File: config.mk
export PLATFORM = sky130hd
export DESIGN_NAME = adcr_regs
export DESIGN_NICKNAME = d
export VERILOG_FILES = /design/src/adcr_conv_timer.v /design/src/adcr_regs.v
export VERILOG_INCLUDE_DIRS = /design/src
export SDC_FILE = /design/constraint.sdc
export NUM_CORES = 1
export LEC_CHECK = 0
export ABC_AREA = 0
export BUFFER_PORTS_ARGS = -buffer_cell sky130_fd_sc_hd__buf_4
export CORE_ASPECT_RATIO = 2
export CORE_MARGIN = 2
export CORE_UTILIZATION = 45
export CTS_CLUSTER_SIZE = 12
export DETAILED_ROUTE_END_ITERATION = 8
export GPL_TIMING_DRIVEN = 1
export MAX_ROUTING_LAYER = met4
export PLACE_DENSITY_LB_ADDON = 0.25
export SYNTH_ARGS = -nofsm -noshare
export SYNTH_HDL_FRONTEND = slang
export SYNTH_SLANG_ARGS = --single-unit
File: constraint.sdc
create_clock -name sys_clk -period 8.4 [get_ports sys_clk]
set_input_delay 0 -clock sys_clk [delete_from_list [all_inputs] [get_ports sys_clk]]
set_output_delay 0 -clock sys_clk [all_outputs]
set_load 0.01 [all_outputs]
File: src/adcr_consts.vh
/*
 Register offsets, field positions, reset values and timing figures of the
 converter result, gain, clock and trim register set.
 Assumes nothing; definitions only.
*/
`ifndef ADCR_CONSTS_VH
`define ADCR_CONSTS_VH

`define ADCR_ADDR_RESULT_FIRST  4'h1
`define ADCR_ADDR_RESULT_SECOND 4'h2
`define ADCR_ADDR_AMP_CONFIG    4'h3
`define ADCR_ADDR_CLOCK_CONFIG  4'h4
`define ADCR_ADDR_TRIM_CONFIG   4'h5

`define ADCR_AMP_RESET          8'h00
`define ADCR_CLOCK_RESET        8'h03
`define ADCR_TRIM_RESET         8'h00

`define ADCR_AMP_MASK           8'h3F
`define ADCR_CLOCK_MASK         8'h37
`define ADCR_TRIM_MASK          8'h3F

`define ADCR_SECOND_GAIN_HI     5
`define ADCR_SECOND_GAIN_LO     4
`define ADCR_FIRST_EN_BIT       3
`define ADCR_FIRST_GAIN_HI      2
`define ADCR_FIRST_GAIN_LO      0
`define ADCR_DIVIDER_HI         5
`define ADCR_DIVIDER_LO         4
`define ADCR_OSR_HI             2
`define ADCR_OSR_LO             0
`define ADCR_TRIM_EN_BIT        5
`define ADCR_TRIM_CODE_HI       4
`define ADCR_TRIM_CODE_LO       0

`define ADCR_MODE_IDLE          4'h0
`define ADCR_MODE_SINGLE        4'h2
`define ADCR_MODE_CONT          4'h3
`define ADCR_MODE_CHOPPED_CONVERSION_SINGLE   4'h4
`define ADCR_MODE_CHOPPED_CONVERSION_CONT     4'h5

`define ADCR_OSR_BASE           12'd64
`define ADCR_MULT_SINGLE        3'd3
`define ADCR_MULT_CONT          3'd1
`define ADCR_MULT_CHOPPED_CONVERSION_SINGLE   3'd6
`define ADCR_MULT_CHOPPED_CONVERSION_CONT     3'd3

`define ADCR_RESULT_MAX         16'h7FFF
`define ADCR_RESULT_MIN         16'h8000

`endif

File: src/adcr_conv_timer.v
/*
 Conversion timer: modulator clock enable from the oscillator clock and the
 conversion-done pulse after the oversampling count, per conversion mode.
 Assumes sys_clk is the oscillator clock and mode/start come from same domain.
*/
`timescale 1ns/1ps
`include "adcr_consts.vh"

module adcr_conv_timer (
   input  wire        sys_clk,
   input  wire        rst,
   input  wire        start,
   input  wire [3:0]  mode,
   input  wire [1:0]  divider,
   input  wire [1:0]  osr_code,
   output reg         mod_tick,
   output reg         done,
   output reg         busy
);
   reg  [3:0]  div_cnt_reg;
   reg  [11:0] tick_cnt_reg;
   reg  [2:0]  mult;
   wire [3:0]  div_last;
   wire [11:0] osr_val;
   wire [14:0] tick_limit;
   wire        cont_mode;
   wire        single_mode;

   assign div_last    = (4'h2 << divider) - 4'h1;
   assign osr_val     = `ADCR_OSR_BASE << osr_code;
   assign tick_limit  = osr_val * mult;
   assign cont_mode   = (mode == `ADCR_MODE_CONT) || (mode == `ADCR_MODE_CHOPPED_CONVERSION_CONT);
   assign single_mode = (mode == `ADCR_MODE_SINGLE) || (mode == `ADCR_MODE_CHOPPED_CONVERSION_SINGLE);

   // Conversion length in modulator ticks per mode
   always @* begin
      case (mode)
         `ADCR_MODE_SINGLE:      mult = `ADCR_MULT_SINGLE;
         `ADCR_MODE_CONT:        mult = `ADCR_MULT_CONT;
         `ADCR_MODE_CHOPPED_CONVERSION_SINGLE: mult = `ADCR_MULT_CHOPPED_CONVERSION_SINGLE;
         `ADCR_MODE_CHOPPED_CONVERSION_CONT:   mult = `ADCR_MULT_CHOPPED_CONVERSION_CONT;
         default:                mult = `ADCR_MULT_SINGLE;
      endcase
   end

   always @(posedge sys_clk) begin
      if (rst) begin
         div_cnt_reg  <= 4'h0;
         tick_cnt_reg <= 12'h000;
         mod_tick     <= 1'b0;
         done         <= 1'b0;
         busy         <= 1'b0;
      end else begin
         done     <= 1'b0;
         mod_tick <= 1'b0;
         // Modulator clock divider
         if (div_cnt_reg >= div_last) begin
            div_cnt_reg <= 4'h0;
            mod_tick    <= 1'b1;
         end else begin
            div_cnt_reg <= div_cnt_reg + 4'h1;
         end
         if (!busy) begin
            tick_cnt_reg <= 12'h000;
            busy         <= cont_mode || (single_mode && start);
         end else if (!(cont_mode || single_mode)) begin
            busy <= 1'b0;
         end else if (div_cnt_reg >= div_last) begin
            // Oversampling count ends a conversion
            if ({3'b000, tick_cnt_reg} >= tick_limit - 15'd1) begin
               tick_cnt_reg <= 12'h000;
               done         <= 1'b1;
               busy         <= cont_mode;
            end else begin
               tick_cnt_reg <= tick_cnt_reg + 12'h001;
            end
         end
      end
   end
endmodule

File: src/adcr_regs.v
/*
 Result, amplifier gain, converter clock and offset-trim register set with
 result scaling and two-byte read coherence.
 Assumes a serial front end turns host frames into the register port strobes,
 and filt_data is the unity-gain filter output from the analog domain.
*/
// What this block does
// - Each finished conversion loads result registers, unreset
// - Result is 16-bit two's complement, saturating
// - Result scales input by both stage gains
// - Second-stage gain x1, x2, x4; code 3 reserved
// - Amp config bit 3 enables first stage
// - First-stage gain is two to the code
// - Modulator clock is oscillator over 2..16
// - Oversampling ratio 64 to 512; codes 4-7 reserved
// - Single rate is osc/osr/2^(div+1)/3
// - Trim register bit 5 powers trim DAC
// - Trim code is signed five-bit, MSB sign
// - Trim voltage adds or subtracts at first stage
// - Chopped single runs half rate, no offset coefficient
// - Chopped continuous runs third rate, no offset coefficient
`timescale 1ns/1ps
`include "adcr_consts.vh"

module adcr_regs #(
   parameter TRIM_STEP = 16
) (
   input  wire        sys_clk,
   input  wire        rst,
   input  wire [3:0]  reg_addr,
   input  wire        reg_wr,
   input  wire        reg_rd,
   input  wire [7:0]  reg_wdata,
   output reg  [7:0]  reg_rdata,
   output reg         reg_rvalid,
   input  wire [3:0]  conv_mode,
   input  wire        conv_start,
   input  wire [15:0] filt_data,
   output reg         first_stage_enable,
   output reg  [2:0]  first_stage_gain,
   output reg  [1:0]  second_stage_gain,
   output reg         trim_dac_enable,
   output reg  [4:0]  trim_dac_code,
   output reg         offset_apply,
   output reg         mod_clk_en,
   output reg         conv_done,
   output reg         conv_busy
);
   reg  [7:0]  amp_config_reg;
   reg  [7:0]  clock_config_reg;
   reg  [7:0]  trim_config_reg;
   reg  [15:0] conversion_result_reg;
   reg  [7:0]  second_hold_reg;
   reg  [15:0] filt_meta_reg;
   reg  [15:0] filt_sync_reg;
   reg  [15:0] filt_prev_reg;
   reg  [15:0] filt_word_reg;
   reg  [7:0]  rdata_next;
   reg  [25:0] scaled;
   reg  [15:0] result_next;
   wire        tick;
   wire        done;
   wire        busy;
   wire [22:0] first_out;
   reg  [31:0] trim_prod;
   reg  [23:0] trim_mag;
   reg  signed [23:0] trim_volts;
   wire signed [23:0] trimmed;
   wire [2:0]  g1_shift;

   adcr_conv_timer u_timer (
      .sys_clk  (sys_clk),
      .rst      (rst),
      .start    (conv_start),
      .mode     (conv_mode),
      .divider  (clock_config_reg[`ADCR_DIVIDER_HI:`ADCR_DIVIDER_LO]),
      .osr_code (clock_config_reg[`ADCR_OSR_HI-1:`ADCR_OSR_LO]),
      .mod_tick (tick),
      .done     (done),
      .busy     (busy)
   );

   // Analog-domain data passes two flip-flops, then is taken only when steady
   always @(posedge sys_clk) begin
      filt_meta_reg <= filt_data;
      filt_sync_reg <= filt_meta_reg;
      filt_prev_reg <= filt_sync_reg;
      if (filt_sync_reg == filt_prev_reg)
         filt_word_reg <= filt_sync_reg;
   end

   // First stage: bypassed at unity when disabled
   assign g1_shift  = amp_config_reg[`ADCR_FIRST_EN_BIT] ?
                      amp_config_reg[`ADCR_FIRST_GAIN_HI:`ADCR_FIRST_GAIN_LO] : 3'd0;
   assign first_out = {{7{filt_word_reg[15]}}, filt_word_reg} << g1_shift;

   // Trim DAC adds or subtracts its magnitude at the first stage output
   always @* begin
      trim_prod = {28'h0000000, trim_config_reg[`ADCR_TRIM_CODE_HI-1:`ADCR_TRIM_CODE_LO]}
                  * TRIM_STEP;
      trim_mag  = trim_prod[23:0];
      if (!trim_config_reg[`ADCR_TRIM_EN_BIT])
         trim_volts = 24'sd0;
      else if (trim_config_reg[`ADCR_TRIM_CODE_HI])
         trim_volts = -$signed(trim_mag);
      else
         trim_volts = $signed(trim_mag);
   end
   assign trimmed = $signed({first_out[22], first_out}) + trim_volts;

   // Second stage gain, then saturate into the 16-bit code range
   always @* begin
      case (amp_config_reg[`ADCR_SECOND_GAIN_HI:`ADCR_SECOND_GAIN_LO])
         2'd1:    scaled = {{2{trimmed[23]}}, trimmed} << 1;
         2'd2:    scaled = {{2{trimmed[23]}}, trimmed} << 2;
         default: scaled = {{2{trimmed[23]}}, trimmed};
      endcase
      if (!scaled[25] && (scaled[24:15] != 10'h000))
         result_next = `ADCR_RESULT_MAX;
      else if (scaled[25] && (scaled[24:15] != 10'h3FF))
         result_next = `ADCR_RESULT_MIN;
      else
         result_next = scaled[15:0];
   end

   // Result registers carry no reset value
   always @(posedge sys_clk) begin
      if (done)
         conversion_result_reg <= result_next;
      if (reg_rd && (reg_addr == `ADCR_ADDR_RESULT_FIRST))
         second_hold_reg <= conversion_result_reg[7:0];
   end

   // Configuration registers
   always @(posedge sys_clk) begin
      if (rst) begin
         amp_config_reg   <= `ADCR_AMP_RESET;
         clock_config_reg <= `ADCR_CLOCK_RESET;
         trim_config_reg  <= `ADCR_TRIM_RESET;
      end else if (reg_wr) begin
         case (reg_addr)
            `ADCR_ADDR_AMP_CONFIG:   amp_config_reg   <= reg_wdata & `ADCR_AMP_MASK;
            `ADCR_ADDR_CLOCK_CONFIG: clock_config_reg <= reg_wdata & `ADCR_CLOCK_MASK;
            `ADCR_ADDR_TRIM_CONFIG:  trim_config_reg  <= reg_wdata & `ADCR_TRIM_MASK;
            default: begin
            end
         endcase
      end
   end

   // Read mux
   always @* begin
      case (reg_addr)
         `ADCR_ADDR_RESULT_FIRST:  rdata_next = conversion_result_reg[15:8];
         `ADCR_ADDR_RESULT_SECOND: rdata_next = second_hold_reg;
         `ADCR_ADDR_AMP_CONFIG:    rdata_next = amp_config_reg;
         `ADCR_ADDR_CLOCK_CONFIG:  rdata_next = clock_config_reg;
         `ADCR_ADDR_TRIM_CONFIG:   rdata_next = trim_config_reg;
         default:                  rdata_next = 8'h00;
      endcase
   end

   // Registered outputs
   always @(posedge sys_clk) begin
      if (rst) begin
         reg_rdata          <= 8'h00;
         reg_rvalid         <= 1'b0;
         first_stage_enable <= 1'b0;
         first_stage_gain   <= 3'h0;
         second_stage_gain  <= 2'h0;
         trim_dac_enable    <= 1'b0;
         trim_dac_code      <= 5'h00;
         offset_apply       <= 1'b1;
         mod_clk_en         <= 1'b0;
         conv_done          <= 1'b0;
         conv_busy          <= 1'b0;
      end else begin
         reg_rvalid         <= reg_rd;
         if (reg_rd)
            reg_rdata <= rdata_next;
         first_stage_enable <= amp_config_reg[`ADCR_FIRST_EN_BIT];
         first_stage_gain   <= amp_config_reg[`ADCR_FIRST_GAIN_HI:`ADCR_FIRST_GAIN_LO];
         second_stage_gain  <= amp_config_reg[`ADCR_SECOND_GAIN_HI:`ADCR_SECOND_GAIN_LO];
         trim_dac_enable    <= trim_config_reg[`ADCR_TRIM_EN_BIT];
         trim_dac_code      <= trim_config_reg[`ADCR_TRIM_CODE_HI:`ADCR_TRIM_CODE_LO];
         offset_apply       <= !((conv_mode == `ADCR_MODE_CHOPPED_CONVERSION_SINGLE) ||
                                 (conv_mode == `ADCR_MODE_CHOPPED_CONVERSION_CONT));
         mod_clk_en         <= tick;
         conv_done          <= done;
         conv_busy          <= busy;
      end
   end
endmodule

# Word-level counts from Yosys, hierarchy flattened
# Cells that the tools add are included.
totals:
  output_inout_bits: 25
  elab_cells: 86
  ff_bits: 149
  in_bits: 37
classes:
  n_addsub: 6
  magnitude_cmp: 2
  n_bitwise: 3
  n_reduce_logical: 19
  mux: 14
  multipliers: 1
  n_shift: 3
  eq_ne: 13
op_table:
  columns: ["op", "count"]
  rows:
  - ["$pmux 25 s2", 1]
  - ["$mux 24", 2]
  - ["$pmux 8 s5", 1]
  - ["$add 23x24->24", 1]
  - ["$neg 8->24", 1]
  - ["$shl 23x3->23", 1]
  - ["$eq 16x16->1", 1]
  - ["$eq 4x2->1 const B", 4]
  - ["$eq 4x3->1 const B", 4]
  - ["$mux 16", 1]
  - ["$ge 12x15->1", 1]
  - ["$mul 12x3->15", 1]
  - ["$sub 15x1->15 const B", 1]
  - ["$add 12x1->12 const B", 1]
  - ["$mux 12", 1]
  - ["$shl 7x2->12 const A", 1]
  - ["$ne 10x10->1 const B", 1]
  - ["$reduce_bool 10->1", 1]
  - ["$reduce_and 2->1", 4]
  - ["$mux 1", 6]
  - ["$pmux 3 s2", 1]
  - ["$logic_or 1x1->1", 5]
  - ["$add 4x1->4 const B", 1]
  - ["$eq 4x1->1 const B", 1]
  - ["other kinds (11)", 18]

# Depth between registers and ports, before layout
logic_depth:
  depth_word: 9
  depth_mapped: 21
  ltp_nobuf: 18

# Modules after synthesis
# From an unflattened synthesis, not the netlist that was laid out.
hier_totals:
  hier_cells: 860
  area_unflattened_um2: 8159.1
by_module_without_submodules:
  columns: ["module", "instances", "cells_each", "seq_area_each_um2", "area_per_inst_um2"]
  rows:
  - ["adcr_regs", 1, 673, 3002.9, 6535.0]
  - ["adcr_conv_timer", 1, 187, 380.4, 1624.1]

# Worst setup path after synthesis
# Ideal clock, no wire load.
synth_timing:
  path_kind: "reg-to-reg"
  start: "register amp_config_reg[1]"
  end: "register conversion_result_reg[10], data pin"
  setup_time_ns: 0.266
  setup_slack_ns: 3.842
  arrival_time_ns: 4.292
  required_ns: 8.134
  n_path_buf: 3
  stages_incl_launch_ff: 19
  synth_period_minus_slack_ns: 4.558
  cell_sequence: "dfxtp_1 and2_1 clkbuf_1 buf_1 mux4_2 nand2_1 o21ai_0 ha_1 nand2b_1 a21oi_1 o211ai_2 a21o_1 a221o_1 a31oi_1 a221oi_1 o21ai_0 o41ai_4 buf_6 o31ai_1"
synth_via:
  elab_chain_cells: 7
  word_cells_on_any_way: 10
  classes_between: "add/sub: 1; eq/ne: 1; shift: 1; mux: 3; reduce/logical: 4"
synth_rtl:
  columns: ["element", "line", "text"]
  rows:
  - ["from (decl)", "adcr_regs.v:49", "reg [7:0] amp_config_reg;"]
  - ["from (signal assigned)", "adcr_regs.v:137", "amp_config_reg <= `ADCR_AMP_RESET;"]
  - ["from (signal assigned)", "adcr_regs.v:142", "`ADCR_ADDR_AMP_CONFIG: amp_config_reg <= reg_wdata & `ADCR_AMP_MASK;"]
  - ["$mux 3 *", "adcr_regs.v:93", "assign g1_shift = amp_config_reg[`ADCR_FIRST_EN_BIT] ?"]
  - ["$shl 23x3->23 *", "adcr_regs.v:95", "assign first_out = {{7{filt_word_reg[15]}}, filt_word_reg} << g1_shift;"]
  - ["$add 23x24->24 *", "adcr_regs.v:109", "assign trimmed = $signed({first_out[22], first_out}) + trim_volts;"]
  - ["$pmux 25 s2", "adcr_regs.v:113", "case (amp_config_reg[`ADCR_SECOND_GAIN_HI:`ADCR_SECOND_GAIN_LO])"]
  - ["$ne 10x10->1", "adcr_regs.v:120", "else if (scaled[25] && (scaled[24:15] != 10'h3FF))"]
  - ["$logic_and 1x1->1", "adcr_regs.v:120", null]
  - ["$mux 16", "adcr_regs.v:120", null]
  - ["to (signal assigned)", "adcr_regs.v:129", "conversion_result_reg <= result_next;"]
  - ["to (decl)", "adcr_regs.v:52", "reg [15:0] conversion_result_reg;"]
# Every way passes the cells marked *; elsewhere a longest branch is shown, timed or not.
# A chain may end at the register's enable or synchronous reset.

# Final worst setup path
layout_timing:
  start: "register amp_config_reg[3]"
  end: "register conversion_result_reg[12], data pin"
# Same word-level chain as after synthesis.

==> reports/results.txt <==
The flow ran to the end, and the final reports show no timing, DRC or antenna violations. Summing every instance area after synthesis gives 0.00783 mm2. Setup violations remaining at the end of the flow were counted as 0. The number of cells on the worst reg-to-reg path is 18.

The logs give 0.0185 mm2 for the die area and 985 for the net count of the finished layout. The distinct cell type count of the synthesized netlist was 68. In this run the static leakage power is 3.89 nW. The worst setup path is launched from a register.

For this design the top-level I/O count stands at 62. The run gives 30 as the cts-stage hold buffer count. The number of hold violations in the final report was 0; the depth of the CTS H-tree was 4. VDD sags by at most 0.000195 V. The half-perimeter wire length after detailed placement is 13300 um, and the setup slack after placement is 2.67 ns.

The count of standard-cell rows was 68; the share of final-layout standard cells stronger than drive strength 1 was 13.1%. For the count of buffers added by post-CTS timing repair for setup, the log shows 0. The layout filler cell count came out at 1577. After detailed routing, the number of remaining DRC violations is 0.

The number of diodes was 0. For the setup skew after layout, the log shows 0.00745 ns. Setup repair after global routing left no endpoint under its margin.

Data arrives at the worst endpoint at 6.00 ns. The initial cell density of the core was 45.5%; the period utilization was 70.1%. The top cell types in the final layout, fill and taps aside, are sky130_fd_sc_hd__dfxtp_1 (109), sky130_fd_sc_hd__nor2_1 (91), sky130_fd_sc_hd__nand2_1 (78).

The endpoint of the worst hold-timing path was reg_rdata[2]$_SDFFE_PP0P_. Number of antenna violations at the first check in global routing: 0. The tools report the synthesized instance count as 823.

The largest driver fanout on the critical path is 22. The number of cells on the worst hold path was 5. For the register-to-register setup slack, the log shows 2.51 ns. Multiplexer cells account for 6.11% of the synthesized area. TritonCTS built the clock tree. In this run the vertical extent of the chip is 191 um. Entering global routing, the biggest net connects 46 pins. After synthesis, the largest family of logic cells by area is compound AO/OA/AOI/OAI gates. Number of DRC violations after detailed-routing iteration 0: 197.

Port buffering added 59 buffers. The worst path buffer plus inverter count works out to 1. Complex-gate fraction of the synthesized area: 16.8%. The logs give 17700 um for the final routed wirelength across all metal layers and 0 for the final max-slew violation count.

After clock tree synthesis, the clock-pin slew on the worst setup and hold paths is 0.06 ns. Global routing finished with a remaining overflow of 0. Dominant delay contributor by cell family on the critical path: compound AO/OA/AOI/OAI gates. The transition time at the pin with the least slew margin is 0.940 ns, and the average cell area after synthesis is 9.51 um2.

The post-route minimum period is 5.89 ns. For this design, the slowest cell found on the critical path is sky130_fd_sc_hd__o41ai_4. Clock tree synthesis inserted a total of 17 buffers. In the synthesized netlist the async set-or-reset flop fraction comes to 0%. Most common flop cell mapped by yosys: sky130_fd_sc_hd__dfxtp_1. Global routing consumed, over all layers together, 20.6% of the routing resources. Summing over every cut layer, the via total after detailed routing is 6130. For the number of gates resized after CTS, the log shows 0. The worst setup path is captured at a register.

Measured against its own limit, the worst slew margin works out to 36.5%. Adding up every negative setup slack in the final design gives 0 ns. The later pin in the worst-skew pair is clocked with a latency of 0.42 ns. Dividing the detail-routed via count by the number of cells gives 5.47. The endpoint of the worst-slack reg-to-reg timing path is conversion_result_reg[12]$_SDFFCE_PP1P_.

The upper clock frequency limit came out at 0.170 GHz. The worst hold path begins at reg_addr[1]. The core region is 0.0172 mm2. Yosys mapped a number of flops with a built-in enable equal to 40.

Kind of path behind the tightest hold check: in -> reg. The number of nets in the synthesized netlist is 911. The number of clock sinks seen by CTS was 149. The first global-routing pass estimated 29500 um of wire.

The root buffer cell was sky130_fd_sc_hd__clkbuf_16. The logs give 0 for the count of nets left with antenna violations after detail routing and 0.932 for the placer congestion estimate. The adder-cell share of the synthesized area is 8.54%. The startpoint of the lowest-slack register-to-register path is amp_config_reg[3]$_SDFFE_PP0P_.

Sequential cells were found to cover 43.2% of the synthesized design area. In this design, the critical path's most frequently occurring cell is sky130_fd_sc_hd__o21ai_0. The synthesized netlist devotes 5.47% of its cell area to XOR and XNOR gates. After detailed routing, the average wire length per cell comes to 15.8 um. The first detailed-routing pass ran for 4 iterations.

In this run, synthesis produced a sequential element count of 149. The critical path in this run is classified as reg -> reg. The simple-gate share of the synthesized area was 15.8%. The logs give 0 for the number of warnings issued by yosys and 0 for the reported max-cap violation count. No sink is reached through more buffers than the 2 on the longest clock path.

Walking the worst path, the cells encountered are nand2_1 -> mux2i_1 -> a21oi_1 -> nand2_1 -> o21ai_0 -> ha_1 -> inv_1 -> fa_1 -> nand2b_1 -> a21oi_1 -> o211ai_2 -> a311oi_1 -> o311ai_0 -> a221o_1 -> o21ai_0 -> nand3_2 -> o41ai_4 -> o21ai_0. Once routing completed, OpenROAD measured the worst setup slack at 2.51 ns. Via count of the first global-routing pass: 6088. The critical path's largest stage delay came out at 0.84 ns. The library cell used most frequently in the layout, excluding fill and tap cells, is sky130_fd_sc_hd__dfxtp_1.

Area overhead of the layout relative to synthesis: 19.1%. STA puts the critical path data required time at 8.51 ns. The power density relative to cell area works out to 180 mW/mm2. The die is 97.3 um wide.
[where the power goes]
| group | leakage (nW) | total (mW) | internal [mW] | switching [mW] |
|---|---|---|---|---|
| sequential | 1.26 | 0.776 | 0.760 | 0.0159 |
| clock | 0.304 | 0.774 | 0.424 | 0.350 |
| combinational | 2.33 | 0.124 | 0.0626 | 0.0613 |
[layout make-up]
type / instances / area, um2 / share of cell area [%]
timing repair buffer: 93 / 773 / 8.29
tap: 210 / 263 / 2.82
multi-input combinational: 596 / 4130 / 44.3
inverter: 40 / 150 / 1.61
clock inverter: 14 / 170 / 1.83
clock buffer: 18 / 450 / 4.83
sequential: 149 / 3380 / 36.3
[kinds of logic after synthesis]
family	count (synthesis)
compound gates	187
fa+ha+maj	51
buf+inv	78
xor+xnor	48
flops	149
simple gates	265
mux	45
[metrics by stage]
| stage | power (mW) | cell area [um2] | util [%] | instances | hold WS, ns |
|---|---|---|---|---|---|
| floorplan | 0.865 | 7830 | - | 823 | 0.0277 |
| global placement | 0.905 | 8400 | 48.9 | 1058 | 0.105 |
| finish | 1.67 | 9320 | 54.2 | 1120 | 0.147 |
| global route | 1.75 | 9320 | 54.2 | 1120 | 0.166 |
| detailed placement | 0.908 | 8400 | 48.9 | 1058 | 0.105 |
| CTS | 1.70 | 9320 | 54.2 | 1120 | 0.131 |
[synth_stat cells, types with 5 or more instances]
cell | number | area share, %
sky130_fd_sc_hd__a21o_1 | 14 | 1.3
sky130_fd_sc_hd__nor3_1 | 15 | 0.96
sky130_fd_sc_hd__o22ai_1 | 6 | 0.48
sky130_fd_sc_hd__buf_1 | 5 | 0.24
sky130_fd_sc_hd__mux2i_1 | 41 | 5.2
sky130_fd_sc_hd__a221o_1 | 13 | 1.7
sky130_fd_sc_hd__nand2_1 | 78 | 3.7
sky130_fd_sc_hd__nand2b_1 | 8 | 0.64
sky130_fd_sc_hd__and2_1 | 10 | 0.80
sky130_fd_sc_hd__nor2_1 | 91 | 4.4
sky130_fd_sc_hd__o21ai_0 | 39 | 2.5
sky130_fd_sc_hd__dfxtp_1 | 109 | 28
sky130_fd_sc_hd__and3_1 | 9 | 0.72
sky130_fd_sc_hd__clkbuf_1 | 26 | 1.2
sky130_fd_sc_hd__nand3_1 | 11 | 0.70
sky130_fd_sc_hd__xor2_1 | 14 | 1.6
sky130_fd_sc_hd__a211oi_1 | 17 | 1.6
sky130_fd_sc_hd__edfxtp_1 | 40 | 15
sky130_fd_sc_hd__nand4_1 | 10 | 0.80
sky130_fd_sc_hd__a221oi_1 | 7 | 0.78
sky130_fd_sc_hd__nor2b_1 | 16 | 1.3
sky130_fd_sc_hd__o21ai_2 | 8 | 0.90
sky130_fd_sc_hd__a21oi_1 | 42 | 2.7
sky130_fd_sc_hd__xnor2_1 | 33 | 3.7
sky130_fd_sc_hd__ha_1 | 47 | 7.5
sky130_fd_sc_hd__inv_1 | 39 | 1.9
[worst reg2reg max path, cell delays in order, from the launching register on]
cell	delay, ns
sky130_fd_sc_hd__dfxtp_1	0.61
sky130_fd_sc_hd__nand2_1	0.62
sky130_fd_sc_hd__mux2i_1	0.30
sky130_fd_sc_hd__a21oi_1	0.25
sky130_fd_sc_hd__nand2_1	0.07
sky130_fd_sc_hd__o21ai_0	0.10
sky130_fd_sc_hd__ha_1	0.20
sky130_fd_sc_hd__inv_1	0.06
sky130_fd_sc_hd__fa_1	0.39
sky130_fd_sc_hd__nand2b_1	0.19
sky130_fd_sc_hd__a21oi_1	0.21
sky130_fd_sc_hd__o211ai_2	0.21
sky130_fd_sc_hd__a311oi_1	0.28
sky130_fd_sc_hd__o311ai_0	0.36
sky130_fd_sc_hd__a221o_1	0.38
sky130_fd_sc_hd__o21ai_0	0.13
sky130_fd_sc_hd__nand3_2	0.14
sky130_fd_sc_hd__o41ai_4	0.84
sky130_fd_sc_hd__o21ai_0	0.24
[per-layer routing]
metal	wire length, um	global-route usage (%)
met4	827	11.4
met3	386	3.01
met1	6350	19.1
met5	0	-
met2	10100	39.8
[worst max path at each step]
stage                     depth (start not counted)                                      end                           start  slack (ns)
after floorplan                                  18  conversion_result_reg[10]$_SDFFCE_PP1P_  amp_config_reg[1]$_SDFFE_PP0P_        3.84
after global placement                           17  conversion_result_reg[14]$_SDFFCE_PP1P_  amp_config_reg[3]$_SDFFE_PP0P_        2.72
after detailed placement                         18  conversion_result_reg[13]$_SDFFCE_PP1P_  amp_config_reg[3]$_SDFFE_PP0P_        2.67
after CTS                                        18  conversion_result_reg[12]$_SDFFCE_PP1P_  amp_config_reg[3]$_SDFFE_PP0P_        2.62
after global routing                             18  conversion_result_reg[12]$_SDFFCE_PP1P_  amp_config_reg[3]$_SDFFE_PP0P_        2.04
final                                            18  conversion_result_reg[12]$_SDFFCE_PP1P_  amp_config_reg[3]$_SDFFE_PP0P_        2.51
Power figures use the tool's default switching activity.
